==> src/design/mfid_params.svh <==
// Constants for the multi-function input decoder
`ifndef MFID_PARAMS_SVH
`define MFID_PARAMS_SVH

// APB register byte offsets
`define MFID_OFF_CODE_LO   12'h000
`define MFID_OFF_CODE_HI   12'h004
`define MFID_OFF_CTRL      12'h008
`define MFID_OFF_STATUS    12'h00c
`define MFID_OFF_CMD       12'h010
`define MFID_OFF_COUNT     12'h014
`define MFID_OFF_FAULT     12'h018

// Function codes
`define MFID_FC_NONE       5'h00
`define MFID_FC_STEP1      5'h01
`define MFID_FC_STEP4      5'h04
`define MFID_FC_RESET      5'h05
`define MFID_FC_CLRCNT     5'h06
`define MFID_FC_RAMPSEL    5'h07
`define MFID_FC_INHIBIT    5'h08
`define MFID_FC_SRC_V      5'h09
`define MFID_FC_SRC_I      5'h0a
`define MFID_FC_SRC_AUX    5'h0b
`define MFID_FC_RSTOP      5'h0c
`define MFID_FC_NOPID      5'h0d
`define MFID_FC_EXTFLT     5'h0e
`define MFID_FC_BB_UP      5'h0f
`define MFID_FC_BB_DN      5'h10
`define MFID_FC_EXTRUN     5'h11
`define MFID_FC_LINRAMP    5'h12
`define MFID_FC_JOGF       5'h13
`define MFID_FC_JOGR       5'h14
`define MFID_FC_JOG        5'h15
`define MFID_FC_PCANCEL    5'h16
`define MFID_FC_PPAUSE     5'h17
`define MFID_FC_UP         5'h18
`define MFID_FC_DOWN       5'h19
`define MFID_FC_DCBRAKE    5'h1a
`define MFID_FC_MAX        5'h1a

// Reset values of the code registers: terminals 1..6 = 1,2,3,4,5,14
`define MFID_CODE_LO_RST   32'h0002_0c41
`define MFID_CODE_HI_RST   32'h0000_01c5

// Control register fields
`define MFID_CTRL_TEAM_LSB 0
`define MFID_CTRL_3WIRE    2
`define MFID_CTRL_RMODE_LSB 3
`define MFID_TEAM_SPLIT    2'h2
`define MFID_FAULT_CODE_EF 8'h0e

// Time between repeated frequency steps while held
`define MFID_STEP_MS       10
`define MFID_CLK_KHZ       50000

`endif

==> src/design/mfid_pkg.sv <==
// Types shared by the multi-function input decoder
package mfid_pkg;
	typedef logic [4:0] mfid_code_t;

	typedef enum logic [1:0] {
		MFID_SRC_CFG,
		MFID_SRC_V,
		MFID_SRC_I,
		MFID_SRC_AUX
	} mfid_src_e;

	typedef enum {
		MFID_RUN_IDLE,
		MFID_RUN_ACTIVE,
		MFID_RUN_FAULT,
		MFID_RUN_BLOCK,
		MFID_RUN_SEARCH
	} mfid_run_e;

	// Decoded commands handed to the drive core
	typedef struct packed {
		logic [3:0] step_index;
		logic       ramp_set2;
		logic       ramp_hold;
		mfid_src_e  freq_src;
		logic       pid_bypass;
		logic       force_ext_run;
		logic       linear_ramp;
		logic       jog_fwd;
		logic       jog_rev;
		logic       jog_key;
		logic       prog_pause;
		logic       dc_brake;
		logic       team_b;
	} mfid_cmd_s;
endpackage : mfid_pkg

==> src/design/mfid_decoder.sv <==
// Multi-function input decoder with APB register file
//
// Register access over APB and the register addresses are this design's own decisions.
`timescale 1ns/1ns
`default_nettype none
`include "mfid_params.svh"
module mfid_decoder #(
	parameter int NTERM = 6
) (
	input  wire logic             pclk,
	input  wire logic             presetn,
	input  wire logic             psel,
	input  wire logic             penable,
	input  wire logic             pwrite,
	input  wire logic [11:0]      paddr,
	input  wire logic [31:0]      pwdata,
	output logic      [31:0]      prdata,
	output logic                  pready,
	output logic                  pslverr,
	input  wire logic [NTERM-1:0] term_in,
	input  wire logic             fault_cause,
	input  wire logic             motor_stopped,
	input  wire logic             run_request,
	input  wire logic             prog_run_request,
	input  wire logic             speed_matched,
	output mfid_pkg::mfid_cmd_s   cmd,
	output logic                  output_enable,
	output logic                  ramp_stop,
	output logic                  coast_stop,
	output logic                  search_up,
	output logic                  search_down,
	output logic                  prog_restart,
	output logic                  freq_up,
	output logic                  freq_down,
	output logic [15:0]           count_value
);
	localparam int STEP_CYC = `MFID_STEP_MS * `MFID_CLK_KHZ;

	// Terminal count is fixed by the code register layout
	if (NTERM != 6) begin : g_bad_nterm
		$error("mfid_decoder supports six terminals only");
	end

	mfid_pkg::mfid_run_e state_reg, state_next;
	logic [31:0]      code_lo_reg, code_hi_reg;
	logic [7:0]       ctrl_reg;
	logic [7:0]       fault_code_reg;
	logic [15:0]      count_reg;
	logic             count_pulse;
	logic             inhibit_stop_reg;
	logic             pc_cancel_reg;
	logic             was_up_reg, was_dn_reg;
	logic [31:0]      rep_reg;
	logic [NTERM-1:0] lvl;
	mfid_pkg::mfid_code_t code [NTERM];
	logic [31:0]      act;

	// Terminal synchronisers, one per input
	for (genvar g = 0; g < NTERM; g++) begin : g_sync
		mfid_sync u_sync (
			.pclk    (pclk),
			.presetn (presetn),
			.din     (term_in[g]),
			.dout    (lvl[g])
		);
	end

	// Effective code per terminal after mode overrides
	wire [1:0] team_sel   = ctrl_reg[`MFID_CTRL_TEAM_LSB +: 2];
	wire       three_wire = ctrl_reg[`MFID_CTRL_3WIRE];
	wire [2:0] ramp_mode  = ctrl_reg[`MFID_CTRL_RMODE_LSB +: 3];
	wire       team_split = (team_sel == `MFID_TEAM_SPLIT);
	always_comb begin
		code[0] = code_lo_reg[4:0];
		code[1] = code_lo_reg[9:5];
		code[2] = code_lo_reg[14:10];
		code[3] = code_lo_reg[19:15];
		code[4] = code_hi_reg[4:0];
		code[5] = code_hi_reg[9:5];
		if (three_wire) code[0] = `MFID_FC_NONE;
		if (team_split) code[2] = `MFID_FC_NONE;
		for (int i = 0; i < NTERM; i++) begin
			if (code[i] > `MFID_FC_MAX) code[i] = `MFID_FC_NONE;
		end
	end

	// One activity bit per function code; code zero never lands anywhere
	always_comb begin
		act = 32'h0000_0000;
		for (int i = 0; i < NTERM; i++) begin
			if (lvl[i]) act[code[i]] = 1'b1;
		end
		act[0] = 1'b0;
	end

	// Level commands
	wire jog_ok  = act[`MFID_FC_JOG] && motor_stopped;
	wire blocked = act[`MFID_FC_BB_UP] || act[`MFID_FC_BB_DN];
	always_comb begin
		cmd               = '0;
		cmd.step_index    = act[4:1];
		cmd.ramp_set2     = act[`MFID_FC_RAMPSEL];
		cmd.ramp_hold     = act[`MFID_FC_INHIBIT];
		cmd.pid_bypass    = act[`MFID_FC_NOPID];
		cmd.force_ext_run = act[`MFID_FC_EXTRUN];
		cmd.linear_ramp   = act[`MFID_FC_LINRAMP] &&
			(ramp_mode >= 3'h1) && (ramp_mode <= 3'h4);
		cmd.jog_fwd       = act[`MFID_FC_JOGF];
		cmd.jog_rev       = act[`MFID_FC_JOGR];
		cmd.jog_key       = jog_ok;
		cmd.prog_pause    = act[`MFID_FC_PPAUSE];
		cmd.dc_brake      = act[`MFID_FC_DCBRAKE] &&
			(state_reg == mfid_pkg::MFID_RUN_ACTIVE);
		cmd.team_b        = team_split && lvl[2];
		// First matching override wins when several are held
		if (act[`MFID_FC_SRC_V])        cmd.freq_src = mfid_pkg::MFID_SRC_V;
		else if (act[`MFID_FC_SRC_I])   cmd.freq_src = mfid_pkg::MFID_SRC_I;
		else if (act[`MFID_FC_SRC_AUX]) cmd.freq_src = mfid_pkg::MFID_SRC_AUX;
		else                            cmd.freq_src = mfid_pkg::MFID_SRC_CFG;
	end

	// Run state: fault, base block and speed search
	always_comb begin
		state_next = state_reg;
		case (state_reg)
			mfid_pkg::MFID_RUN_IDLE: begin
				if (act[`MFID_FC_EXTFLT]) state_next = mfid_pkg::MFID_RUN_FAULT;
				else if (blocked) state_next = mfid_pkg::MFID_RUN_BLOCK;
				else if (run_request && !act[`MFID_FC_RSTOP] && !inhibit_stop_reg)
					state_next = mfid_pkg::MFID_RUN_ACTIVE;
			end
			mfid_pkg::MFID_RUN_ACTIVE: begin
				if (act[`MFID_FC_EXTFLT]) state_next = mfid_pkg::MFID_RUN_FAULT;
				else if (blocked) state_next = mfid_pkg::MFID_RUN_BLOCK;
				else if (act[`MFID_FC_RSTOP] || !run_request)
					state_next = mfid_pkg::MFID_RUN_IDLE;
			end
			mfid_pkg::MFID_RUN_FAULT: begin
				// Reset only takes once the cause is gone
				if (act[`MFID_FC_RESET] && !fault_cause && !act[`MFID_FC_EXTFLT])
					state_next = mfid_pkg::MFID_RUN_IDLE;
			end
			mfid_pkg::MFID_RUN_BLOCK: begin
				if (act[`MFID_FC_EXTFLT]) state_next = mfid_pkg::MFID_RUN_FAULT;
				else if (!blocked) state_next = mfid_pkg::MFID_RUN_SEARCH;
			end
			mfid_pkg::MFID_RUN_SEARCH: begin
				if (act[`MFID_FC_EXTFLT]) state_next = mfid_pkg::MFID_RUN_FAULT;
				else if (blocked) state_next = mfid_pkg::MFID_RUN_BLOCK;
				else if (speed_matched) state_next = mfid_pkg::MFID_RUN_ACTIVE;
			end
			default: state_next = mfid_pkg::MFID_RUN_IDLE;
		endcase
	end

	// Search direction remembered from the block code
	logic search_dn_reg;
	always_ff @(posedge pclk or negedge presetn) begin
		if (!presetn) search_dn_reg <= 1'b0;
		else if (act[`MFID_FC_BB_DN]) search_dn_reg <= 1'b1;
		else if (act[`MFID_FC_BB_UP]) search_dn_reg <= 1'b0;
	end

	// State, fault log and latched ramp-stop
	always_ff @(posedge pclk or negedge presetn) begin
		if (!presetn) begin
			state_reg        <= mfid_pkg::MFID_RUN_IDLE;
			fault_code_reg   <= 8'h00;
			inhibit_stop_reg <= 1'b0;
		end else begin
			state_reg <= state_next;
			if (state_next == mfid_pkg::MFID_RUN_FAULT &&
				state_reg != mfid_pkg::MFID_RUN_FAULT)
				fault_code_reg <= `MFID_FAULT_CODE_EF;
			// Stay stopped after release until run drops and returns
			if (act[`MFID_FC_RSTOP]) inhibit_stop_reg <= 1'b1;
			else if (!run_request) inhibit_stop_reg <= 1'b0;
		end
	end

	assign output_enable = state_reg == mfid_pkg::MFID_RUN_ACTIVE ||
		state_reg == mfid_pkg::MFID_RUN_SEARCH;
	assign ramp_stop   = act[`MFID_FC_RSTOP] || inhibit_stop_reg;
	assign coast_stop  = state_reg == mfid_pkg::MFID_RUN_FAULT;
	assign search_up   = state_reg == mfid_pkg::MFID_RUN_SEARCH && !search_dn_reg;
	assign search_down = state_reg == mfid_pkg::MFID_RUN_SEARCH && search_dn_reg;

	// Program cancel: restart pulse on the next program run request
	always_ff @(posedge pclk or negedge presetn) begin
		if (!presetn) pc_cancel_reg <= 1'b0;
		else if (act[`MFID_FC_PCANCEL]) pc_cancel_reg <= 1'b1;
		else if (prog_run_request) pc_cancel_reg <= 1'b0;
	end
	assign prog_restart = pc_cancel_reg && prog_run_request &&
		!act[`MFID_FC_PCANCEL];

	// Up/down stepping: edge pulse then repeat while held
	wire up_only = act[`MFID_FC_UP] && !act[`MFID_FC_DOWN];
	wire dn_only = act[`MFID_FC_DOWN] && !act[`MFID_FC_UP];
	wire rep_hit = rep_reg == 32'(STEP_CYC - 1);
	always_ff @(posedge pclk or negedge presetn) begin
		if (!presetn) begin
			was_up_reg <= 1'b0;
			was_dn_reg <= 1'b0;
			rep_reg    <= 32'h0000_0000;
			freq_up    <= 1'b0;
			freq_down  <= 1'b0;
		end else begin
			was_up_reg <= up_only;
			was_dn_reg <= dn_only;
			if (!(up_only || dn_only) || rep_hit) rep_reg <= 32'h0000_0000;
			else rep_reg <= rep_reg + 32'h0000_0001;
			freq_up   <= up_only && (!was_up_reg || rep_hit);
			freq_down <= dn_only && (!was_dn_reg || rep_hit);
		end
	end

	// Counter held at zero while clear is active
	always_ff @(posedge pclk or negedge presetn) begin
		if (!presetn) count_reg <= 16'h0000;
		else if (act[`MFID_FC_CLRCNT]) count_reg <= 16'h0000;
		else if (count_pulse) count_reg <= count_reg + 16'h0001;
	end
	assign count_value = count_reg;

	// APB decode
	wire wr_en     = psel && penable && pwrite;
	wire hit_lo    = paddr == `MFID_OFF_CODE_LO;
	wire hit_hi    = paddr == `MFID_OFF_CODE_HI;
	wire hit_ctrl  = paddr == `MFID_OFF_CTRL;
	wire hit_stat  = paddr == `MFID_OFF_STATUS;
	wire hit_cmd   = paddr == `MFID_OFF_CMD;
	wire hit_cnt   = paddr == `MFID_OFF_COUNT;
	wire hit_flt   = paddr == `MFID_OFF_FAULT;
	wire mapped    = hit_lo || hit_hi || hit_ctrl || hit_stat ||
		hit_cmd || hit_cnt || hit_flt;
	assign pready  = 1'b1;
	assign pslverr = psel && penable && !mapped;

	// Writable registers; count increment is a software write to COUNT
	assign count_pulse = wr_en && hit_cnt && pwdata[0];
	always_ff @(posedge pclk or negedge presetn) begin
		if (!presetn) begin
			code_lo_reg <= `MFID_CODE_LO_RST;
			code_hi_reg <= `MFID_CODE_HI_RST;
			ctrl_reg    <= 8'h00;
		end else begin
			if (wr_en && hit_lo) code_lo_reg <= {12'h000, pwdata[19:0]};
			if (wr_en && hit_hi) code_hi_reg <= {22'h000000, pwdata[9:0]};
			if (wr_en && hit_ctrl) ctrl_reg <= pwdata[7:0];
		end
	end

	// Read mux registered into prdata
	logic [31:0] rd_next;
	always_comb begin
		rd_next = 32'h0000_0000;
		if (hit_lo)   rd_next = code_lo_reg;
		if (hit_hi)   rd_next = code_hi_reg;
		if (hit_ctrl) rd_next = {24'h000000, ctrl_reg};
		if (hit_stat) rd_next = {23'h000000, freq_down, freq_up, search_down,
			search_up, coast_stop, ramp_stop, output_enable, 2'(lvl[1:0]) ^ 2'h0}
			| {26'h0, lvl} << 9;
		if (hit_cmd)  rd_next = {15'h0000, cmd};
		if (hit_cnt)  rd_next = {16'h0000, count_reg};
		if (hit_flt)  rd_next = {24'h000000, fault_code_reg};
	end
	always_ff @(posedge pclk or negedge presetn) begin
		if (!presetn) prdata <= 32'h0000_0000;
		else if (psel && !penable && !pwrite) prdata <= rd_next;
	end
endmodule : mfid_decoder
`default_nettype wire

==> src/design/mfid_sync.sv <==
// Two-flop synchroniser for one terminal level
`timescale 1ns/1ns
`default_nettype none
module mfid_sync (
	input  wire logic pclk,
	input  wire logic presetn,
	input  wire logic din,
	output logic      dout
);
	logic meta_reg;

	// First flop feeds only the second
	always_ff @(posedge pclk or negedge presetn) begin
		if (!presetn) begin
			meta_reg <= 1'b0;
			dout     <= 1'b0;
		end else begin
			meta_reg <= din;
			dout     <= meta_reg;
		end
	end
endmodule : mfid_sync
`default_nettype wire

==> config.mk <==
export PLATFORM = sky130hd
export DESIGN_NAME = mfid_decoder
export DESIGN_NICKNAME = d
export VERILOG_FILES = /design/src/design/mfid_pkg.sv /design/src/design/mfid_decoder.sv /design/src/design/mfid_sync.sv
export VERILOG_INCLUDE_DIRS = /design/src /design/src/design
export SDC_FILE = /design/constraint.sdc
export NUM_CORES = 1
export LEC_CHECK = 0
export ABC_CLOCK_PERIOD_IN_PS = 5180
export BUFFER_PORTS_ARGS = -buffer_cell sky130_fd_sc_hd__buf_2
export CORE_ASPECT_RATIO = 1.25
export CORE_MARGIN = 3
export CORE_UTILIZATION = 62
export CTS_CLUSTER_DIAMETER = 150
export DETAILED_ROUTE_END_ITERATION = 8
export PLACE_DENSITY = 0.86
export SLEW_MARGIN = 0
export SYNTH_ARGS = -nofsm -noshare
export SYNTH_HDL_FRONTEND = slang
export SYNTH_SLANG_ARGS = --single-unit
==> constraint.sdc <==
create_clock -name pclk -period 5.18 [get_ports pclk]
set_input_delay 1.036 -clock pclk [delete_from_list [all_inputs] [get_ports pclk]]
set_output_delay 1.036 -clock pclk [all_outputs]
set_load 0.02 [all_outputs]
==> results.py, run 1 <==
metrics = {
    "critical_path": {
        "cp.buffers_inverters": 1,
        "worst_ep_required_time_ns": 4.14,
        "regToRegStartpoint": "ctrl_reg[0]",
        "crit_path_max_fanout": 6,
        "path_class": "register to output port",
        "worstSetupEndpointType": "output port",
        "startpoint_type": "register",
        "cp_cell_sequence": "nor2b_1 > nor4b_1 > a22o_1 > o41ai_1 > nor2_1 > buf_2",
        "crit_arrival_ns": 2.90,
        "ff2ff_setup_slack_ns": 1.89,
        "reg2reg_to": "rep_reg[2]",
        "rr_worst_depth": 9,
        "crit_family": "compound AO/OA/AOI/OAI gates",
        "cpMaxStageDelayCell": "o41ai_1",
        "slowest_delay_ns": 0.84,
    },
    "synth": {
        "synth-simple-area-share": 0.240,
        "syn-cell-area_mm2": 0.00891,
        "yosysTopAreaCell": "dfrtp_1",
        "syn_area_per_cell_um2": 9.68,
        "synth_edf_count": 0,
        "syn_inst": 921,
        "synth_common_cells": "dfrtp_1 (148), nor2_1 (93), nand2_1 (50), clkbuf_1 (42)",
        "synthAdderAreaFrac": 0.00562,
        "synth_top_area_frac": 0.416,
        "synth-compound-area-share": 0.150,
        "yosys.cell_types.count": 89,
        "synth-xor-area-share": 0.0403,
        "muxShareOfSynthArea": 0.0571,
        "yosys.cell_count.top_type": "dfrtp_1",
        "synth_ff_type": "dfrtp_1",
        "synthArstFlopShare": 1.00,
        "synth_top_family_by_area": "simple AND/OR/NAND/NOR gates",
        "yosysSeqAreaShare": 0.445,
        "ys_warn_count": 0,
        "ys_ff_latch": 158,
        "synth_area_leaders": "dfrtp_1 (42%), mux2_2 (4.7%), nor2_1 (3.9%)",
    },
    "layout": {
        "n_antenna_cell": 0,
        "nets": 1074,
        "layout.cells.non_filler": 1198,
        "nFillCells": 1046,
        "area_growth_pct": 11.9,
        "seq_area_mm2": 0.00397,
        "multi_input_area_mm2": 0.00455,
        "drive_gt1_frac": 0.216,
    },
    "job": {
        "cap_violations": 0,
    },
    "place": {
        "placed_cells": 1166,
        "port_buffers": 109,
        "dp_hpwl_um": 19000,
        "gp_congestion": 0.996,
    },
    "power": {
        "ir_worst_vdd_v": 0.000207,
        "power_density_mw_per_mm2": 267,
        "p_total_mw": 2.67,
        "power_leakage_nw": 4.42,
    },
    "timing": {
        "relSlewSlack": 0.204,
        "slew_violations": 0,
        "skew_ns": 0.00875,
        "finalSetupViolations": 0,
        "fmax_mhz": 254,
        "hold_viol": 0,
        "worst_pin_slew_ns": 1.19,
        "min_period_ns": 3.94,
        "setup_tns_ns": 0,
        "fin_crit_sh": 0.760,
        "whs_ns": 0.348,
        "rsz0062_at_grt": "false",
    },
    "die": {
        "core_area_mm2": 0.0139,
        "row_count": 48,
        "die_w_um": 113,
        "ios": 135,
        "die-height_um": 140,
        "dieArea_mm2": 0.0159,
        "initial_utilization": 0.640,
    },
    "routing": {
        "ant_nets": 0,
        "first_pass_iters": 6,
        "drt-total-wl_um": 26100,
        "route.detailed.drc": 0,
        "num_vias": 8015,
        "drt_iter0_drc": 1136,
        "wl_per_cell_um": 21.8,
        "viasPerCell": 6.69,
    },
    "global_routing": {
        "track_usage": 0.331,
        "grt_max_degree": 88,
        "grt_pass1_vias": 7686,
        "antenna_found_initial": 1,
        "overflow": 0,
        "grt_pass1_wl_um": 41200,
    },
    "min_path": {
        "hold_path.startpoint": "g_sync[1].u_sync.meta_reg",
        "min_to": "g_sync[1].u_sync.dout",
        "hp-class": "register to register",
        "whs_path_depth": 0,
    },
    "clocking": {
        "htree_num_levels": 4,
        "cts_tree": "yes",
        "cts_inserted_buffers": 17,
        "ctsHoldBuffers": 0,
        "cts.repair.resized": 0,
        "clockRootBuffer": "clkbuf_16",
        "clkSinkCount": 158,
        "clock_latency_ns": 0.43,
        "clock_path_buffers": 2,
        "clkTransAtPathRegs_ns": 0.07,
        "post_cts_buffers": 0,
    },
    "status": {
        "status": "completed",
    },
}
power breakdown:
group	switching, mW	leakage [nW]	internal [mW]
Clock	0.574	0.291	0.701
Sequential	0.0172	2.06	1.26
Combinational	0.0828	2.07	0.0351
layer usage:
metal / GRT usage / routed length, um
met3: 0.0570 / 2510
met2: 0.525 / 12000
met1: 0.419 / 9770
met5: 0 / 13
met4: 0.212 / 1830
placed cells by master (no fill, tap or decap), types with 12 or more instances in the layout:
cell       instances
nor2_1            93
nor4_1            15
a21oi_1           36
nand3_1           37
nand4_1           22
nor3_1            29
conb_1            42
dfrtp_1          148
clkbuf_16         17
o221ai_1          14
mux2_2            37
o22ai_1           21
and3_1            26
xnor2_1           16
nor2b_1           17
nand2_1           50
xor2_1            25
inv_1             12
buf_2            108
o21ai_0           35
nand2b_1          15
worst max-delay path by stage:
stage | from | to | cells after the start
finish | ctrl_reg[1] | cmd[1] | 6
global route | code_hi_reg[6] | cmd[10] | 6
CTS | code_hi_reg[4] | cmd[10] | 6
detailed placement | paddr[1] | code_lo_reg[1] | 6
global placement | paddr[9] | code_lo_reg[5] | 6
floorplan | paddr[9] | pslverr | 4
cell families after synthesis:
kind of cell	Yosys count
AOI/OAI and AO/OA	193
xor gates and xnor gates	41
adders and majority gates	4
buffers and inverters	95
DFF	158
muxes	45
other	2
and+or+nand+nor	383
metrics by stage:
stage / instance area [um^2] / utilization / setup slack [ns]
finish: 9970 / 0.716 / 1.24
global route: 9970 / 0.716 / 1.12
CTS: 9970 / 0.716 / 1.36
detailed placement: 9370 / 0.672 / 1.45
global placement: 9370 / 0.672 / 1.54
floorplan: 9060 / - / 1.99
layout make-up:
class,instances,area share
inverters,12,0.00452
clock buffers,18,0.0440
repair buffers,113,0.0583
well taps,175,0.0220
flip-flops and latches,158,0.398
multi-input cells,708,0.457
clock inverters,14,0.0169
(Power assumes the default switching activity.)
==> inputs of run 2 (changes only) <==
- ABC_CLOCK_PERIOD_IN_PS: 5180 -> 3700
- CORE_UTILIZATION: 62 -> 58
- PLACE_DENSITY: 0.86 -> 0.81
- clock period: 5.18 -> 3.7 ns (I/O delays scaled with it)
==> run 2 against run 1 <==
  * Final cell count up 1.8%
  * Die area up 6.6%
  * Global-route usage down 1.5 points
  * Critical path depth unchanged
  * Sequential share of layout area down 0.33 points
  * Clock power up 31%
  * Worst setup slack worse by 1.1 ns
  * Sequential cell count unchanged
  * Worst hold slack worse by 0.045 ns
  * Combinational power up 42%
  * Core utilization down 4.6 points
  * Largest cell class unchanged
  * Highest routed layer unchanged
==> results.py, run 2 (synthesis gave the netlist of run 1 again) <==
metrics = {
    "clocking": {
        "post_cts_buffers": 0,
        "clkTransAtPathRegs_ns": 0.06,
        "htree_num_levels": 4,
        "clock_latency_ns": 0.44,
        "ctsHoldBuffers": 0,
        "clockRootBuffer": "clkbuf_16",
        "cts_inserted_buffers": 17,
        "cts.repair.resized": 0,
        "clock_path_buffers": 2,
        "cts_tree": "yes",
        "clkSinkCount": 158,
    },
    "layout": {
        "drive_gt1_frac": 0.225,
        "final_common_cell": "dfrtp_1",
        "nFillCells": 1257,
        "n_antenna_cell": 0,
        "most-common-layout-cells": "dfrtp_1 (148), buf_2 (108), nor2_1 (93)",
        "area_growth_pct": 12.8,
        "fin_util": 0.670,
        "nets": 1089,
    },
    "global_routing": {
        "grt_pass1_wl_um": 40700,
        "grt_max_degree": 75,
        "antenna_found_initial": 1,
        "grt_pass1_vias": 7575,
        "track_usage": 0.316,
        "overflow": 0,
    },
    "job": {
        "cap_violations": 0,
    },
    "timing": {
        "min_period_ns": 3.55,
        "finalSetupViolations": 0,
        "fin_crit_sh": 0.958,
        "hold_viol": 0,
        "setup_tns_ns": 0,
        "fmax_mhz": 282,
        "relSlewSlack": 0.488,
        "slew_violations": 0,
        "worst_pin_slew_ns": 0.761,
        "rsz0062_at_grt": "false",
        "skew_ns": 0.0126,
    },
    "die": {
        "core_area_mm2": 0.0150,
        "initial_utilization": 0.593,
        "dieArea_mm2": 0.0169,
        "die-height_um": 145,
        "die_w_um": 117,
        "ios": 135,
        "row_count": 50,
    },
    "critical_path": {
        "startpoint_type": "register",
        "worstSetupEndpointType": "output port",
        "cp_cell_sequence": "nor4bb_1 > a22oi_1 > o211ai_1 > nor2_1 > a21oi_1 > buf_2",
        "slowest_delay_ns": 0.69,
        "crit_arrival_ns": 2.81,
        "worst_ep_required_time_ns": 2.96,
        "crit_path_max_fanout": 12,
        "cpMaxStageDelayCell": "dfstp_2",
        "path_class": "register to output port",
    },
    "power": {
        "ir_worst_vdd_v": 0.000231,
        "power_leakage_nw": 4.48,
        "power_density_mw_per_mm2": 359,
    },
    "place": {
        "port_buffers": 109,
        "dp_hpwl_um": 19500,
        "gp_congestion": 1.03,
    },
    "routing": {
        "viasPerCell": 6.56,
        "route.detailed.drc": 0,
        "drt-total-wl_um": 26600,
        "num_vias": 7998,
        "ant_nets": 0,
        "first_pass_iters": 5,
        "wl_per_cell_um": 21.8,
        "drt_iter0_drc": 932,
    },
    "status": {
        "status": "completed",
    },
    "min_path": {
        "hp-class": "input port to async pin",
    },
}
-- run 2: changes by cell type in the layout (fill, tap and decap cells not counted), sizes merged --
cell      change
clkbuf        +1
inv           +1
bufinv        -1
clkinvlp      -1
buf          +15
-- run 2: metrics by stage --
stage | total power [mW] | area, um^2 | setup slack, ns | hold WS (ns) | std cells
floorplan | 1.89 | 9060 | 1.09 | 0.331 | 961
finish | 3.61 | 10100 | 0.154 | 0.303 | 1220
detailed placement | 1.98 | 9500 | 0.704 | 0.335 | 1188
global placement | 1.97 | 9500 | 0.722 | 0.332 | 1188
CTS | 3.63 | 10100 | 0.244 | 0.333 | 1220
global route | 3.73 | 10100 | 0.0456 | 0.345 | 1220
-- run 2: final cells by class --
class,count,area (um^2),share of cell area
Timing Repair Buffer,128,707,0.0703
Multi-Input combinational cell,708,4550,0.453
Clock inverter,13,124,0.0123
Inverter,12,45.0,0.00448
Tap cell,182,228,0.0226
Sequential cell,158,3970,0.394
Clock buffer,19,433,0.0431
-- run 2: final timing paths --
kind	startpoint	end	slack, ns	cells past startpoint
min	presetn	prdata[18]	0.30	1
min in group pclk	g_sync[2].u_sync.meta_reg	g_sync[2].u_sync.dout	0.35	0
min reg2reg	g_sync[2].u_sync.meta_reg	g_sync[2].u_sync.dout	0.35	0
max reg2reg	ctrl_reg[0]	rep_reg[23]	0.91	10
max	code_hi_reg[6]	cmd[10]	0.15	6
max in group asynchronous	presetn	code_hi_reg[7]	2.51	2
-- run 2: critical path, delay by kind of cell, from the launching register on --
family | cells | cell delay [ns]
AO/OA/AOI/OAI | 3 | 0.77
flip-flops | 1 | 0.69
AND/OR/NAND/NOR | 2 | 0.67
buffers and inverters | 1 | 0.25
-- run 2: where the power goes --
group          total (mW)  switching [mW]  internal [mW]
logic               0.168           0.117         0.0514
clock network        1.66           0.773          0.888
registers            1.78          0.0242           1.76
-- run 2: per-layer routing --
layer | vias up | GRT usage | part of all wire
li1 | 3564 | - | -
met1 | 3806 | 0.383 | 0.37
met2 | 499 | 0.507 | 0.47
met3 | 127 | 0.0720 | 0.090
met4 | 2 | 0.200 | 0.067
met5 | - | 0 | 0.00049
